==> src/addr_decode_pkg.sv <==
package addr_decode_pkg;

  // ----------------------------------------------------------------
  // Address map
  // ----------------------------------------------------------------
  localparam logic [31:0] FLASH_BASE = 32'h0000_0000; // Program flash window
  localparam logic [31:0] FLASH_LAST = 32'h07FF_FFFF;
  localparam logic [31:0] VECTOR_BYTES = 32'h0000_00C4; // Exception vector span, 196 bytes
  localparam logic [31:0] SRAM_L_BASE = 32'h1FFF_F000; // Lower RAM window
  localparam logic [31:0] SRAM_L_LAST = 32'h1FFF_FFFF;
  localparam logic [31:0] SRAM_U_BASE = 32'h2000_0000; // Upper RAM window
  localparam logic [31:0] SRAM_U_LAST = 32'h2000_2FFF;
  localparam logic [31:0] BRIDGE_BASE = 32'h4000_0000; // Bridge slots 0..127
  localparam logic [31:0] BRIDGE_LAST = 32'h4007_FFFF;
  localparam logic [31:0] GPIO_BASE = 32'h400F_F000; // Primary GPIO bridge base
  localparam logic [31:0] GPIO_LAST = 32'h400F_FFFF;
  localparam logic [31:0] ALIAS_BASE = 32'h4400_0000; // Atomic bit alias region
  localparam logic [31:0] ALIAS_LAST = 32'h5FFF_FFFF;
  localparam logic [31:0] PPB_BASE = 32'hE000_0000; // Core private peripherals
  localparam logic [31:0] PPB_LAST = 32'hE00F_FFFF;
  localparam logic [31:0] TRACE_BASE = 32'hF000_0000; // First of four debug windows
  localparam logic [31:0] TRACE_LAST = 32'hF000_3FFF;
  localparam logic [31:0] IO_BASE = 32'hF800_0000; // Single cycle I/O window
  localparam logic [31:0] IO_LAST = 32'hFFFF_FFFF;
  localparam logic [31:0] OFFSET_MASK_4K = 32'h0000_0FFF; // Offset inside a 4 KB window
  localparam logic [31:0] OFFSET_MASK_1M = 32'h000F_FFFF; // Offset inside the bridge space

  // ----------------------------------------------------------------
  // Bridge slot fields
  // ----------------------------------------------------------------
  localparam int SLOT_LSB = 12; // Slot number position
  localparam int SLOT_W = 7; // Slots 0..127
  localparam int NUM_SLOTS = 128;
  localparam int ALIAS_SLOT_MSB = 19; // Set means slot above 127
  localparam int WIN_SEL_LSB = 12; // Debug window select
  localparam int WIN_SEL_W = 2;
  localparam logic [6:0] GPIO_SLOT = 7'h0F; // Slot aliased onto the GPIO

  // ----------------------------------------------------------------
  // Trim bytes
  // ----------------------------------------------------------------
  localparam logic [31:0] TRIM_WORD_ADDR = 32'h0000_03FC; // Word holding the trim bytes
  localparam int TRIM_FINE_BIT = 16; // Byte 0x3FE, bit 0
  localparam int TRIM_FAST_LSB = 17; // Byte 0x3FE, bits 4:1
  localparam int TRIM_FAST_W = 4;
  localparam int TRIM_COARSE_LSB = 24; // Byte 0x3FF
  localparam int TRIM_COARSE_W = 8;

  // ----------------------------------------------------------------
  // Types
  // ----------------------------------------------------------------
  typedef enum logic {
    MASTER_CORE = 1'b0,
    MASTER_DMA = 1'b1
  } master_type;

  typedef enum logic [3:0] {
    TGT_NONE = 4'h0,
    TGT_FLASH = 4'h1,
    TGT_SRAM_L = 4'h2,
    TGT_SRAM_U = 4'h3,
    TGT_BRIDGE = 4'h4,
    TGT_GPIO_BRIDGE = 4'h5,
    TGT_GPIO_IO = 4'h6,
    TGT_BIT_ALIAS = 4'h7,
    TGT_PRIVATE = 4'h8,
    TGT_TRACE_BUF = 4'h9,
    TGT_TRACE_WP = 4'hA,
    TGT_ROM_TABLE = 4'hB,
    TGT_MISC_CTRL = 4'hC
  } target_type;

  typedef struct packed {
    logic valid; // Request present this cycle
    master_type master; // Issuing master
    logic write; // High for a write
    logic [31:0] addr; // Byte address
  } req_type;

  typedef struct packed {
    logic valid; // A slave is selected
    target_type target; // Selected slave
    logic [31:0] offset; // Address passed to the slave
    logic vector; // Access hits the vector span
    logic full_atomic; // Every atomic operation allowed
  } route_type;

  typedef struct packed {
    logic fine; // Slow oscillator fine trim
    logic [TRIM_FAST_W-1:0] fast; // Fast oscillator trim
    logic [TRIM_COARSE_W-1:0] coarse; // Slow oscillator coarse trim
  } trim_type;

endpackage : addr_decode_pkg

==> src/osc_trim_capture.sv <==
`timescale 1ns/1ps
module osc_trim_capture (
  input wire logic mclk_i,
  input wire logic srst_i,
  input wire logic trim_read_i,
  input wire logic flash_rvalid_i,
  input wire logic [31:0] flash_rdata_i,
  output addr_decode_pkg::trim_type trim_o,
  output logic trim_valid_o
);
  import addr_decode_pkg::*;

  logic pending_q; // Trim word read under way
  trim_type trim_q; // Captured trim fields
  logic valid_q; // Trim fields loaded once

  // ----------------------------------------------------------------
  // Pending read tracking
  // ----------------------------------------------------------------
  // Set by a new read, cleared by the returning beat; set wins
  always_ff @(posedge mclk_i) begin
    if (srst_i) begin
      pending_q <= 1'b0;
    end else if (trim_read_i) begin
      pending_q <= 1'b1;
    end else if (flash_rvalid_i) begin
      pending_q <= 1'b0;
    end
  end

  // ----------------------------------------------------------------
  // Field capture
  // ----------------------------------------------------------------
  // Split the trim byte lanes out of the returned word
  always_ff @(posedge mclk_i) begin
    if (srst_i) begin
      trim_q <= '0;
      valid_q <= 1'b0;
    end else if (pending_q && flash_rvalid_i) begin
      trim_q.fine <= flash_rdata_i[TRIM_FINE_BIT];
      trim_q.fast <= flash_rdata_i[TRIM_FAST_LSB +: TRIM_FAST_W];
      trim_q.coarse <= flash_rdata_i[TRIM_COARSE_LSB +: TRIM_COARSE_W];
      valid_q <= 1'b1;
    end
  end

  assign trim_o = trim_q;
  assign trim_valid_o = valid_q;

endmodule : osc_trim_capture

==> src/system_address_decoder.sv <==
`timescale 1ns/1ps
module system_address_decoder #(
  parameter logic [31:0] FLASH_FITTED = 32'h0002_0000, // Bytes of flash fitted
  parameter logic [31:0] SRAM_L_FITTED = 32'h0000_1000, // Bytes in the lower half
  parameter logic [31:0] SRAM_U_FITTED = 32'h0000_3000, // Bytes in the upper half
  parameter logic [127:0] SLOT_IMPL = {128{1'b1}} // Slots that hold a module
) (
  input wire logic mclk_i,
  input wire logic srst_i,
  input addr_decode_pkg::req_type req_i,
  input wire logic flash_cmd_busy_i,
  input wire logic [127:0] slot_clk_en_i,
  input wire logic flash_rvalid_i,
  input wire logic [31:0] flash_rdata_i,
  output addr_decode_pkg::route_type route_o,
  output logic rsp_valid_o,
  output logic rsp_err_o,
  output addr_decode_pkg::trim_type trim_o,
  output logic trim_valid_o
);
  import addr_decode_pkg::*;

  // ----------------------------------------------------------------
  // Helpers
  // ----------------------------------------------------------------
  // Inclusive window test
  function automatic logic in_win(input logic [31:0] a, input logic [31:0] lo,
                                  input logic [31:0] hi);
    in_win = (a >= lo) && (a <= hi);
  endfunction : in_win

  // Bridge slot enabled: module present and its clock on
  function automatic logic slot_ok(input logic [SLOT_W-1:0] s, input logic [127:0] en);
    slot_ok = SLOT_IMPL[s] && en[s];
  endfunction : slot_ok

  // ----------------------------------------------------------------
  // Decode
  // ----------------------------------------------------------------
  route_type route_d; // Combinational route
  logic err_d; // Combinational error verdict
  logic is_core; // Core is the master
  logic [SLOT_W-1:0] slot; // Bridge slot of a direct access
  logic [SLOT_W-1:0] alias_slot; // Bridge slot of an alias access
  logic [WIN_SEL_W-1:0] win_sel; // Debug window index

  assign is_core = (req_i.master == MASTER_CORE);
  assign slot = req_i.addr[SLOT_LSB +: SLOT_W];
  assign alias_slot = req_i.addr[SLOT_LSB +: SLOT_W];
  assign win_sel = req_i.addr[WIN_SEL_LSB +: WIN_SEL_W];

  // Map each window onto its slave, or onto an error
  always_comb begin
    route_d = '0;
    route_d.target = TGT_NONE;
    err_d = 1'b0;
    if (req_i.valid) begin
      if (in_win(req_i.addr, FLASH_BASE, FLASH_LAST)) begin
        // Flash open to every master
        route_d.target = TGT_FLASH;
        route_d.offset = req_i.addr - FLASH_BASE;
        route_d.vector = (req_i.addr < VECTOR_BYTES);
        if (req_i.addr >= FLASH_FITTED) begin
          err_d = 1'b1;
        end else if (!req_i.write && flash_cmd_busy_i) begin
          err_d = 1'b1;
        end
      end else if (in_win(req_i.addr, SRAM_L_BASE, SRAM_L_LAST)) begin
        // Lower half ends just below the upper base
        route_d.target = TGT_SRAM_L;
        route_d.offset = req_i.addr - SRAM_L_BASE;
        err_d = (req_i.addr < (SRAM_U_BASE - SRAM_L_FITTED));
      end else if (in_win(req_i.addr, SRAM_U_BASE, SRAM_U_LAST)) begin
        // Upper half starts at its base
        route_d.target = TGT_SRAM_U;
        route_d.offset = req_i.addr - SRAM_U_BASE;
        err_d = (req_i.addr >= (SRAM_U_BASE + SRAM_U_FITTED));
      end else if (in_win(req_i.addr, BRIDGE_BASE, BRIDGE_LAST)) begin
        // Slot 15 is the GPIO alias, full atomic support
        if (slot == GPIO_SLOT) begin
          route_d.target = TGT_GPIO_BRIDGE;
          route_d.full_atomic = 1'b1;
        end else begin
          route_d.target = TGT_BRIDGE;
          err_d = !slot_ok(slot, slot_clk_en_i);
        end
        route_d.offset = req_i.addr & OFFSET_MASK_1M;
      end else if (in_win(req_i.addr, GPIO_BASE, GPIO_LAST)) begin
        // Primary base: core and DMA, partial atomic support
        route_d.target = TGT_GPIO_BRIDGE;
        route_d.full_atomic = 1'b0;
        route_d.offset = req_i.addr & OFFSET_MASK_4K;
      end else if (in_win(req_i.addr, ALIAS_BASE, ALIAS_LAST)) begin
        // Alias passes the whole address on; slot above 127 is refused
        route_d.target = TGT_BIT_ALIAS;
        route_d.offset = req_i.addr;
        route_d.full_atomic = 1'b1;
        if (!is_core || req_i.addr[ALIAS_SLOT_MSB]) begin
          err_d = 1'b1;
        end else if (alias_slot != GPIO_SLOT) begin
          err_d = !slot_ok(alias_slot, slot_clk_en_i);
        end
      end else if (in_win(req_i.addr, PPB_BASE, PPB_LAST)) begin
        // Private peripherals are core only
        route_d.target = TGT_PRIVATE;
        route_d.offset = req_i.addr - PPB_BASE;
        err_d = !is_core;
      end else if (in_win(req_i.addr, TRACE_BASE, TRACE_LAST)) begin
        // Four consecutive 4 KB windows
        unique case (win_sel)
          2'h0: begin
            route_d.target = TGT_TRACE_BUF;
          end
          2'h1: begin
            route_d.target = TGT_TRACE_WP;
          end
          2'h2: begin
            route_d.target = TGT_ROM_TABLE;
          end
          2'h3: begin
            route_d.target = TGT_MISC_CTRL;
          end
        endcase
        route_d.offset = req_i.addr & OFFSET_MASK_4K;
        err_d = !is_core;
      end else if (in_win(req_i.addr, IO_BASE, IO_LAST)) begin
        // Direct port, no bridge stage
        route_d.target = TGT_GPIO_IO;
        route_d.offset = req_i.addr & OFFSET_MASK_4K;
        err_d = !is_core;
      end else begin
        // Reserved hole
        err_d = 1'b1;
      end
      // An errored cycle selects nothing
      if (err_d) begin
        route_d.valid = 1'b0;
        route_d.target = TGT_NONE;
      end else begin
        route_d.valid = 1'b1;
      end
    end
  end

  // Select reaches the slave in the request cycle
  assign route_o = route_d;

  // ----------------------------------------------------------------
  // Error response
  // ----------------------------------------------------------------
  logic rsp_valid_q; // Response beat for the decoder itself
  logic rsp_err_q; // Beat is an error termination

  // Decoder answers errors one cycle after the request
  always_ff @(posedge mclk_i) begin
    if (srst_i) begin
      rsp_valid_q <= 1'b0;
      rsp_err_q <= 1'b0;
    end else begin
      rsp_valid_q <= req_i.valid && err_d;
      rsp_err_q <= req_i.valid && err_d;
    end
  end

  // Slave data is never blanked; the master drops it on error
  assign rsp_valid_o = rsp_valid_q;
  assign rsp_err_o = rsp_err_q;

  // ----------------------------------------------------------------
  // Trim capture
  // ----------------------------------------------------------------
  logic trim_read; // Good read of the trim word

  assign trim_read = route_d.valid && !req_i.write && (route_d.target == TGT_FLASH) &&
                     (req_i.addr == TRIM_WORD_ADDR);

  osc_trim_capture u_trim (
    .mclk_i(mclk_i),
    .srst_i(srst_i),
    .trim_read_i(trim_read),
    .flash_rvalid_i(flash_rvalid_i),
    .flash_rdata_i(flash_rdata_i),
    .trim_o(trim_o),
    .trim_valid_o(trim_valid_o)
  );

  // ----------------------------------------------------------------
  // Checks
  // ----------------------------------------------------------------
  // Core reaches the port window directly
  a_io_zero_wait: assert property (@(posedge mclk_i) disable iff (srst_i)
    (req_i.valid && is_core && req_i.addr >= IO_BASE) |-> route_o.target == TGT_GPIO_IO)
    else $error("core I/O window not routed to GPIO");

  // Other masters are turned away from the port window
  a_io_dma_refused: assert property (@(posedge mclk_i) disable iff (srst_i)
    (req_i.valid && !is_core && req_i.addr >= IO_BASE)
    |-> (!route_o.valid ##1 (rsp_valid_o && rsp_err_o)))
    else $error("DMA access to the I/O window not refused");

  // Slot 15 alias lands on the GPIO with every atomic operation
  a_gpio_alias_route: assert property (@(posedge mclk_i) disable iff (srst_i)
    (req_i.valid && in_win(req_i.addr, BRIDGE_BASE, BRIDGE_LAST) && slot == GPIO_SLOT)
    |-> (route_o.target == TGT_GPIO_BRIDGE && route_o.full_atomic))
    else $error("slot 15 not routed to GPIO");

  // Primary GPIO base only offers the partial atomic set
  a_gpio_primary: assert property (@(posedge mclk_i) disable iff (srst_i)
    (req_i.valid && in_win(req_i.addr, GPIO_BASE, GPIO_LAST))
    |-> (route_o.target == TGT_GPIO_BRIDGE && !route_o.full_atomic))
    else $error("primary GPIO base misrouted");

  // Bit alias region is for the core alone
  a_alias_core_only: assert property (@(posedge mclk_i) disable iff (srst_i)
    (req_i.valid && !is_core && in_win(req_i.addr, ALIAS_BASE, ALIAS_LAST))
    |=> (rsp_valid_o && rsp_err_o))
    else $error("DMA alias access not refused");

  // Alias addresses past slot 127 select nothing
  a_alias_slot_range: assert property (@(posedge mclk_i) disable iff (srst_i)
    (req_i.valid && in_win(req_i.addr, ALIAS_BASE, ALIAS_LAST) && req_i.addr[ALIAS_SLOT_MSB])
    |-> (!route_o.valid ##1 (rsp_valid_o && rsp_err_o)))
    else $error("alias beyond slot 127 not refused");

  // Vector flag stays inside the vector span
  a_vector_span: assert property (@(posedge mclk_i) disable iff (srst_i)
    (route_o.valid && route_o.vector) |-> (route_o.target == TGT_FLASH && req_i.addr < VECTOR_BYTES))
    else $error("vector flag outside first 196 bytes");

  // Flash beyond the fitted size ends in an error
  a_flash_over: assert property (@(posedge mclk_i) disable iff (srst_i)
    (req_i.valid && req_i.addr >= FLASH_FITTED && req_i.addr <= FLASH_LAST)
    |-> (!route_o.valid ##1 rsp_err_o))
    else $error("unfitted flash not error terminated");

  // Reads collide with a running flash command
  a_flash_collide: assert property (@(posedge mclk_i) disable iff (srst_i)
    (req_i.valid && !req_i.write && flash_cmd_busy_i && req_i.addr <= FLASH_LAST)
    |=> rsp_err_o)
    else $error("flash read collision not errored");

  // Upper RAM picks up where lower RAM stops
  a_ram_contig: assert property (@(posedge mclk_i) disable iff (srst_i)
    (req_i.valid && req_i.addr == SRAM_U_BASE) |-> route_o.target == TGT_SRAM_U)
    else $error("upper RAM does not start at its base");

  // Lower RAM below the fitted part errors
  a_ram_lower_fit: assert property (@(posedge mclk_i) disable iff (srst_i)
    (req_i.valid && in_win(req_i.addr, SRAM_L_BASE, SRAM_L_LAST) &&
     req_i.addr < (SRAM_U_BASE - SRAM_L_FITTED)) |=> (rsp_valid_o && rsp_err_o))
    else $error("unfitted lower RAM not error terminated");

  // Upper RAM above the fitted part errors
  a_ram_upper_fit: assert property (@(posedge mclk_i) disable iff (srst_i)
    (req_i.valid && in_win(req_i.addr, SRAM_U_BASE, SRAM_U_LAST) &&
     req_i.addr >= (SRAM_U_BASE + SRAM_U_FITTED)) |=> (rsp_valid_o && rsp_err_o))
    else $error("unfitted upper RAM not error terminated");

  // Fourth debug window is the misc control unit
  a_debug_windows: assert property (@(posedge mclk_i) disable iff (srst_i)
    (req_i.valid && is_core && req_i.addr == (TRACE_LAST & ~OFFSET_MASK_4K))
    |-> route_o.target == TGT_MISC_CTRL)
    else $error("fourth debug window misrouted");

  // Debug windows refuse other masters
  a_debug_core_only: assert property (@(posedge mclk_i) disable iff (srst_i)
    (req_i.valid && !is_core && in_win(req_i.addr, TRACE_BASE, TRACE_LAST))
    |-> (!route_o.valid ##1 (rsp_valid_o && rsp_err_o)))
    else $error("DMA debug window access not refused");

  // Absent or gated bridge slot errors
  a_slot_gated: assert property (@(posedge mclk_i) disable iff (srst_i)
    (req_i.valid && in_win(req_i.addr, BRIDGE_BASE, BRIDGE_LAST) && slot != GPIO_SLOT &&
     (!SLOT_IMPL[slot] || !slot_clk_en_i[slot])) |=> (rsp_valid_o && rsp_err_o))
    else $error("absent or gated slot not error terminated");

  // Errored access never selects a slave
  a_reserved_none: assert property (@(posedge mclk_i) disable iff (srst_i)
    (req_i.valid && err_d) |-> (route_o.target == TGT_NONE ##1 (rsp_valid_o && rsp_err_o)))
    else $error("errored access reached a slave");

  // Every error beat has a cause one cycle back
  a_err_single: assert property (@(posedge mclk_i) disable iff (srst_i)
    rsp_err_o |-> $past(req_i.valid && err_d))
    else $error("error beat without cause");

  // Trim fields load only on a flash beat
  a_trim_beat: assert property (@(posedge mclk_i) disable iff (srst_i)
    $rose(trim_valid_o) |-> $past(flash_rvalid_i))
    else $error("trim loaded without a flash beat");

endmodule : system_address_decoder

==> config.mk <==
export PLATFORM = sky130hd
export DESIGN_NAME = system_address_decoder
export DESIGN_NICKNAME = d
export VERILOG_FILES = /design/src/addr_decode_pkg.sv /design/src/osc_trim_capture.sv /design/src/system_address_decoder.sv
export SDC_FILE = /design/constraint.sdc
export NUM_CORES = 1
export LEC_CHECK = 0
export ABC_CLOCK_PERIOD_IN_PS = 4000
export BUFFER_PORTS_ARGS = -buffer_cell sky130_fd_sc_hd__buf_2
export CORE_AREA = 2 2 99 101
export CTS_CLUSTER_SIZE = 30
export DETAILED_ROUTE_END_ITERATION = 6
export DIE_AREA = 0 0 101 103
export PLACE_DENSITY = 0.67
export SYNTH_ARGS = -nofsm -noshare
export SYNTH_HDL_FRONTEND = slang
export SYNTH_SLANG_ARGS = --single-unit
==> constraint.sdc <==
create_clock -name mclk_i -period 4 [get_ports mclk_i]
set_input_delay 0.8 -clock mclk_i [delete_from_list [all_inputs] [get_ports mclk_i]]
set_output_delay 0.8 -clock mclk_i [all_outputs]
set_load 0.02 [all_outputs]
==> metrics.txt <==
outcome=finished clean; worst rel slew slack=0.4029; GRT Total Usage=0.2202; Critical Path Sink=route_o[38]; hold depth=2; drt first pass iters=4; post-layout minimum cycle time=slightly below 4000 ps; Initial Util=0.3004; clk buf depth=2; Main synth FF type=dfxtp_1; post-DP HPWL=~11000 µm; CTS tree=built; Setup crit start=req_i[13]; DRT met1 WL=roughly 4800 µm; #FFs+latches synth=16; global-route wire length before repair=approximately 18000 µm; final worst setup slack=about 24 ps; DIE WIDTH=between 100 and 150 µm; Post-synth EDFFs=0; setup TNS=0 ps; Post-Syn Instances=358; core area=~9500 µm²; Placement Setup Slack=-166.8 ps; port bufs=about 230; Inst Count DP=slightly above 700; clock insertion delay at the later pin of the skew report=about 250 ps; pin count of the biggest net entering global routing=18; reg-to-reg critical path endpoint=u_trim.trim_o[6]$_SDFFE_PP0P_; Netlist cell types=between 50 and 60; Worst Setup Path Type=input pin to output pin; Worst EP required=~3200 ps; Critical Path AT=~3200 ps; Max Clock Freq=about 250 MHz; CTS sink count=16; ys async rst share=0; cts hold-fix bufs=0; final period utilization=0.9941; startpoint types=input pin; root buffer cell=clkbuf_8; Reg2Reg Depth=3; final clock skew=roughly 1.6 ps; syn_nets=roughly 570; routability congestion estimate=0.9132; multi-input logic area=between 2000 and 2500 µm²; synth warn=0; height of the die=roughly 100 µm; number of global-route vias before repair=3721; grt ovf=0; Syn Area/Cell=around 7.9 µm²; Detail Route Antenna Nets=0; hold path start=u_trim.trim_o[8]$_SDFFE_PP0P_; row cnt=36; initial drt markers=roughly 170; critical register-to-register path startpoint=u_trim.pending_q$_SDFFE_PP0P_; routed via count=3908; DRC Markers=0; max-cap check violation count=0; Final #Nets=831; leading cell type in the layout, fill and taps excluded=buf_2; P_leak=approximately 2.3 nW; vias per inst=about 5.3; CTS Buf Count=3; Reg area=320.3 µm²; Final Max Tran Viols=0; synthesized area=roughly 2800 µm²; clk slew on worst S/H paths=~60 ps; setup slack, reg-to-reg=roughly 2800 ps; I/O pin count=~250; most frequent cells in the layout=buf_2 (229), nand2_1 (58), buf_4 (48); critical path capture point type=output pin; CP Max Fanout=7; RSZ-0062 raised after global routing=true; Tightest Hold Check Type=register to register; wire per inst=between 15 and 20 µm; Post-Layout Cell Count=around 740; die area=about 10000 µm²; initial antenna violation count=0; Layout fillers=949; Max Used Layer=met4; post-synth top area share=0.1744; Peak VDD IR=about 99 µV; Area Growth Syn to Fin=65.35%; cell taking the most area after synthesis=mux4_2; CTS HTree Levels=1; sequential cell area fraction in the yosys report=0.1127; final count of hold timing violations=0; final setup fails=0; met2 wire length=about 6800 µm; met3 wire length=around 780 µm; top cells by area, synth=mux4_2 (17%), dfxtp_1 (11%), nand2_1 (7.7%); fraction of layout cells with a size suffix above 1=0.5611; Worst Tran Pin Value=873.0 ps; pwr dens=about 140 nW/µm²; # diodes=0; final WL=12530 µm
## worst max-delay path: stages
cell and delay (ps):
buf_12 100, buf_4 110, mux4_2 490, o311ai_1 350
a211oi_2 100, a32oi_2 240, o2111ai_2 190, a211oi_4 400
buf_4 180, nor3_2 30, buf_4 170
## timing repair
action / in CTS / in global routing
buffers inserted: 1 / 5
endpoints found under the hold margin: 0 / 0
endpoints found under the setup margin: 23 / 25
gates resized for setup: 16 / 35
pin swaps: 5 / 14
cloned: 0 / 1
## cell type report
type,count,area share
multi-input cells,303,0.5262
repair buffers,287,0.3539
flip-flops and latches,16,0.06818
well taps,114,0.03036
clock buffers,4,0.01172
inverters,12,0.009587
## cell usage after synthesis (all sizes together), types with 2 or more instances
library cell	number
nor3b	2
nor4	17
or3	3
clkbuf	16
or2	2
nand4	12
nor2b	6
ha	9
o2111a	3
a221oi	3
mux2	3
nor4b	2
a21oi	21
dfxtp	16
buf	11
nor3	13
mux2i	8
o31ai	4
inv	11
a2111oi	2
nand2	58
a211oi	4
a22oi	4
nand3	16
mux4	28
and3	7
and2	21
or4	2
o21ai	6
nor2	28
a31oi	2
## metrics by stage
step | area [µm²] | hold slack [ps] | power (mW) | util
floorplan | 2841 | 438.3 | 0.3298 | -
global placement | 4353 | 439.2 | 0.4821 | 0.4602
detailed placement | 4353 | 443.4 | 0.4861 | 0.4602
CTS | 4483 | 452.1 | 0.6371 | 0.4739
global route | 4698 | 469.2 | 0.6939 | 0.4967
finish | 4698 | 449.5 | 0.6553 | 0.4967
## state kept, by name, indices dropped and copies added (netlist names)
name / count
u_trim.trim_o: 13
rsp_err_o: 1
u_trim.pending_q: 1
u_trim.trim_valid_o: 1
## where the power goes
group          leakage [nW]  switching [mW]  total [mW]  internal, mW
clock                0.0288          0.0523       0.140        0.0873
combinational          2.12           0.168       0.355         0.188
sequential            0.129        0.000290       0.160         0.160
## cell families (layout without fill, tap and decap cells)
group,count (synthesis),in the layout,share of synthesized area
DFF,16,16,0.1127
and+or+nand+nor,193,193,0.3492
AOI/OAI and AO/OA,62,62,0.1563
muxes,39,39,0.2699
adders and majority gates,9,9,0.03963
buffers and inverters,39,303,0.07221
## how the worst min path moves through the flow
stage                                    endpoint  slack [ps]
CTS                 u_trim.trim_o[8]$_SDFFE_PP0P_         450
global route        u_trim.trim_o[1]$_SDFFE_PP0P_         470
global placement    u_trim.trim_o[3]$_SDFFE_PP0P_         440
detailed placement  u_trim.trim_o[8]$_SDFFE_PP0P_         440
finish              u_trim.trim_o[8]$_SDFFE_PP0P_         450
floorplan           u_trim.pending_q$_SDFFE_PP0P_         440
## per-layer routing
metal  up-vias  global-route usage
li1       1892                   -
met1      1820              0.2514
met2       180              0.4364
met3        16             0.02102
met4         0             0.05613
met5         -                   0
Power figures use the tool's default switching activity.
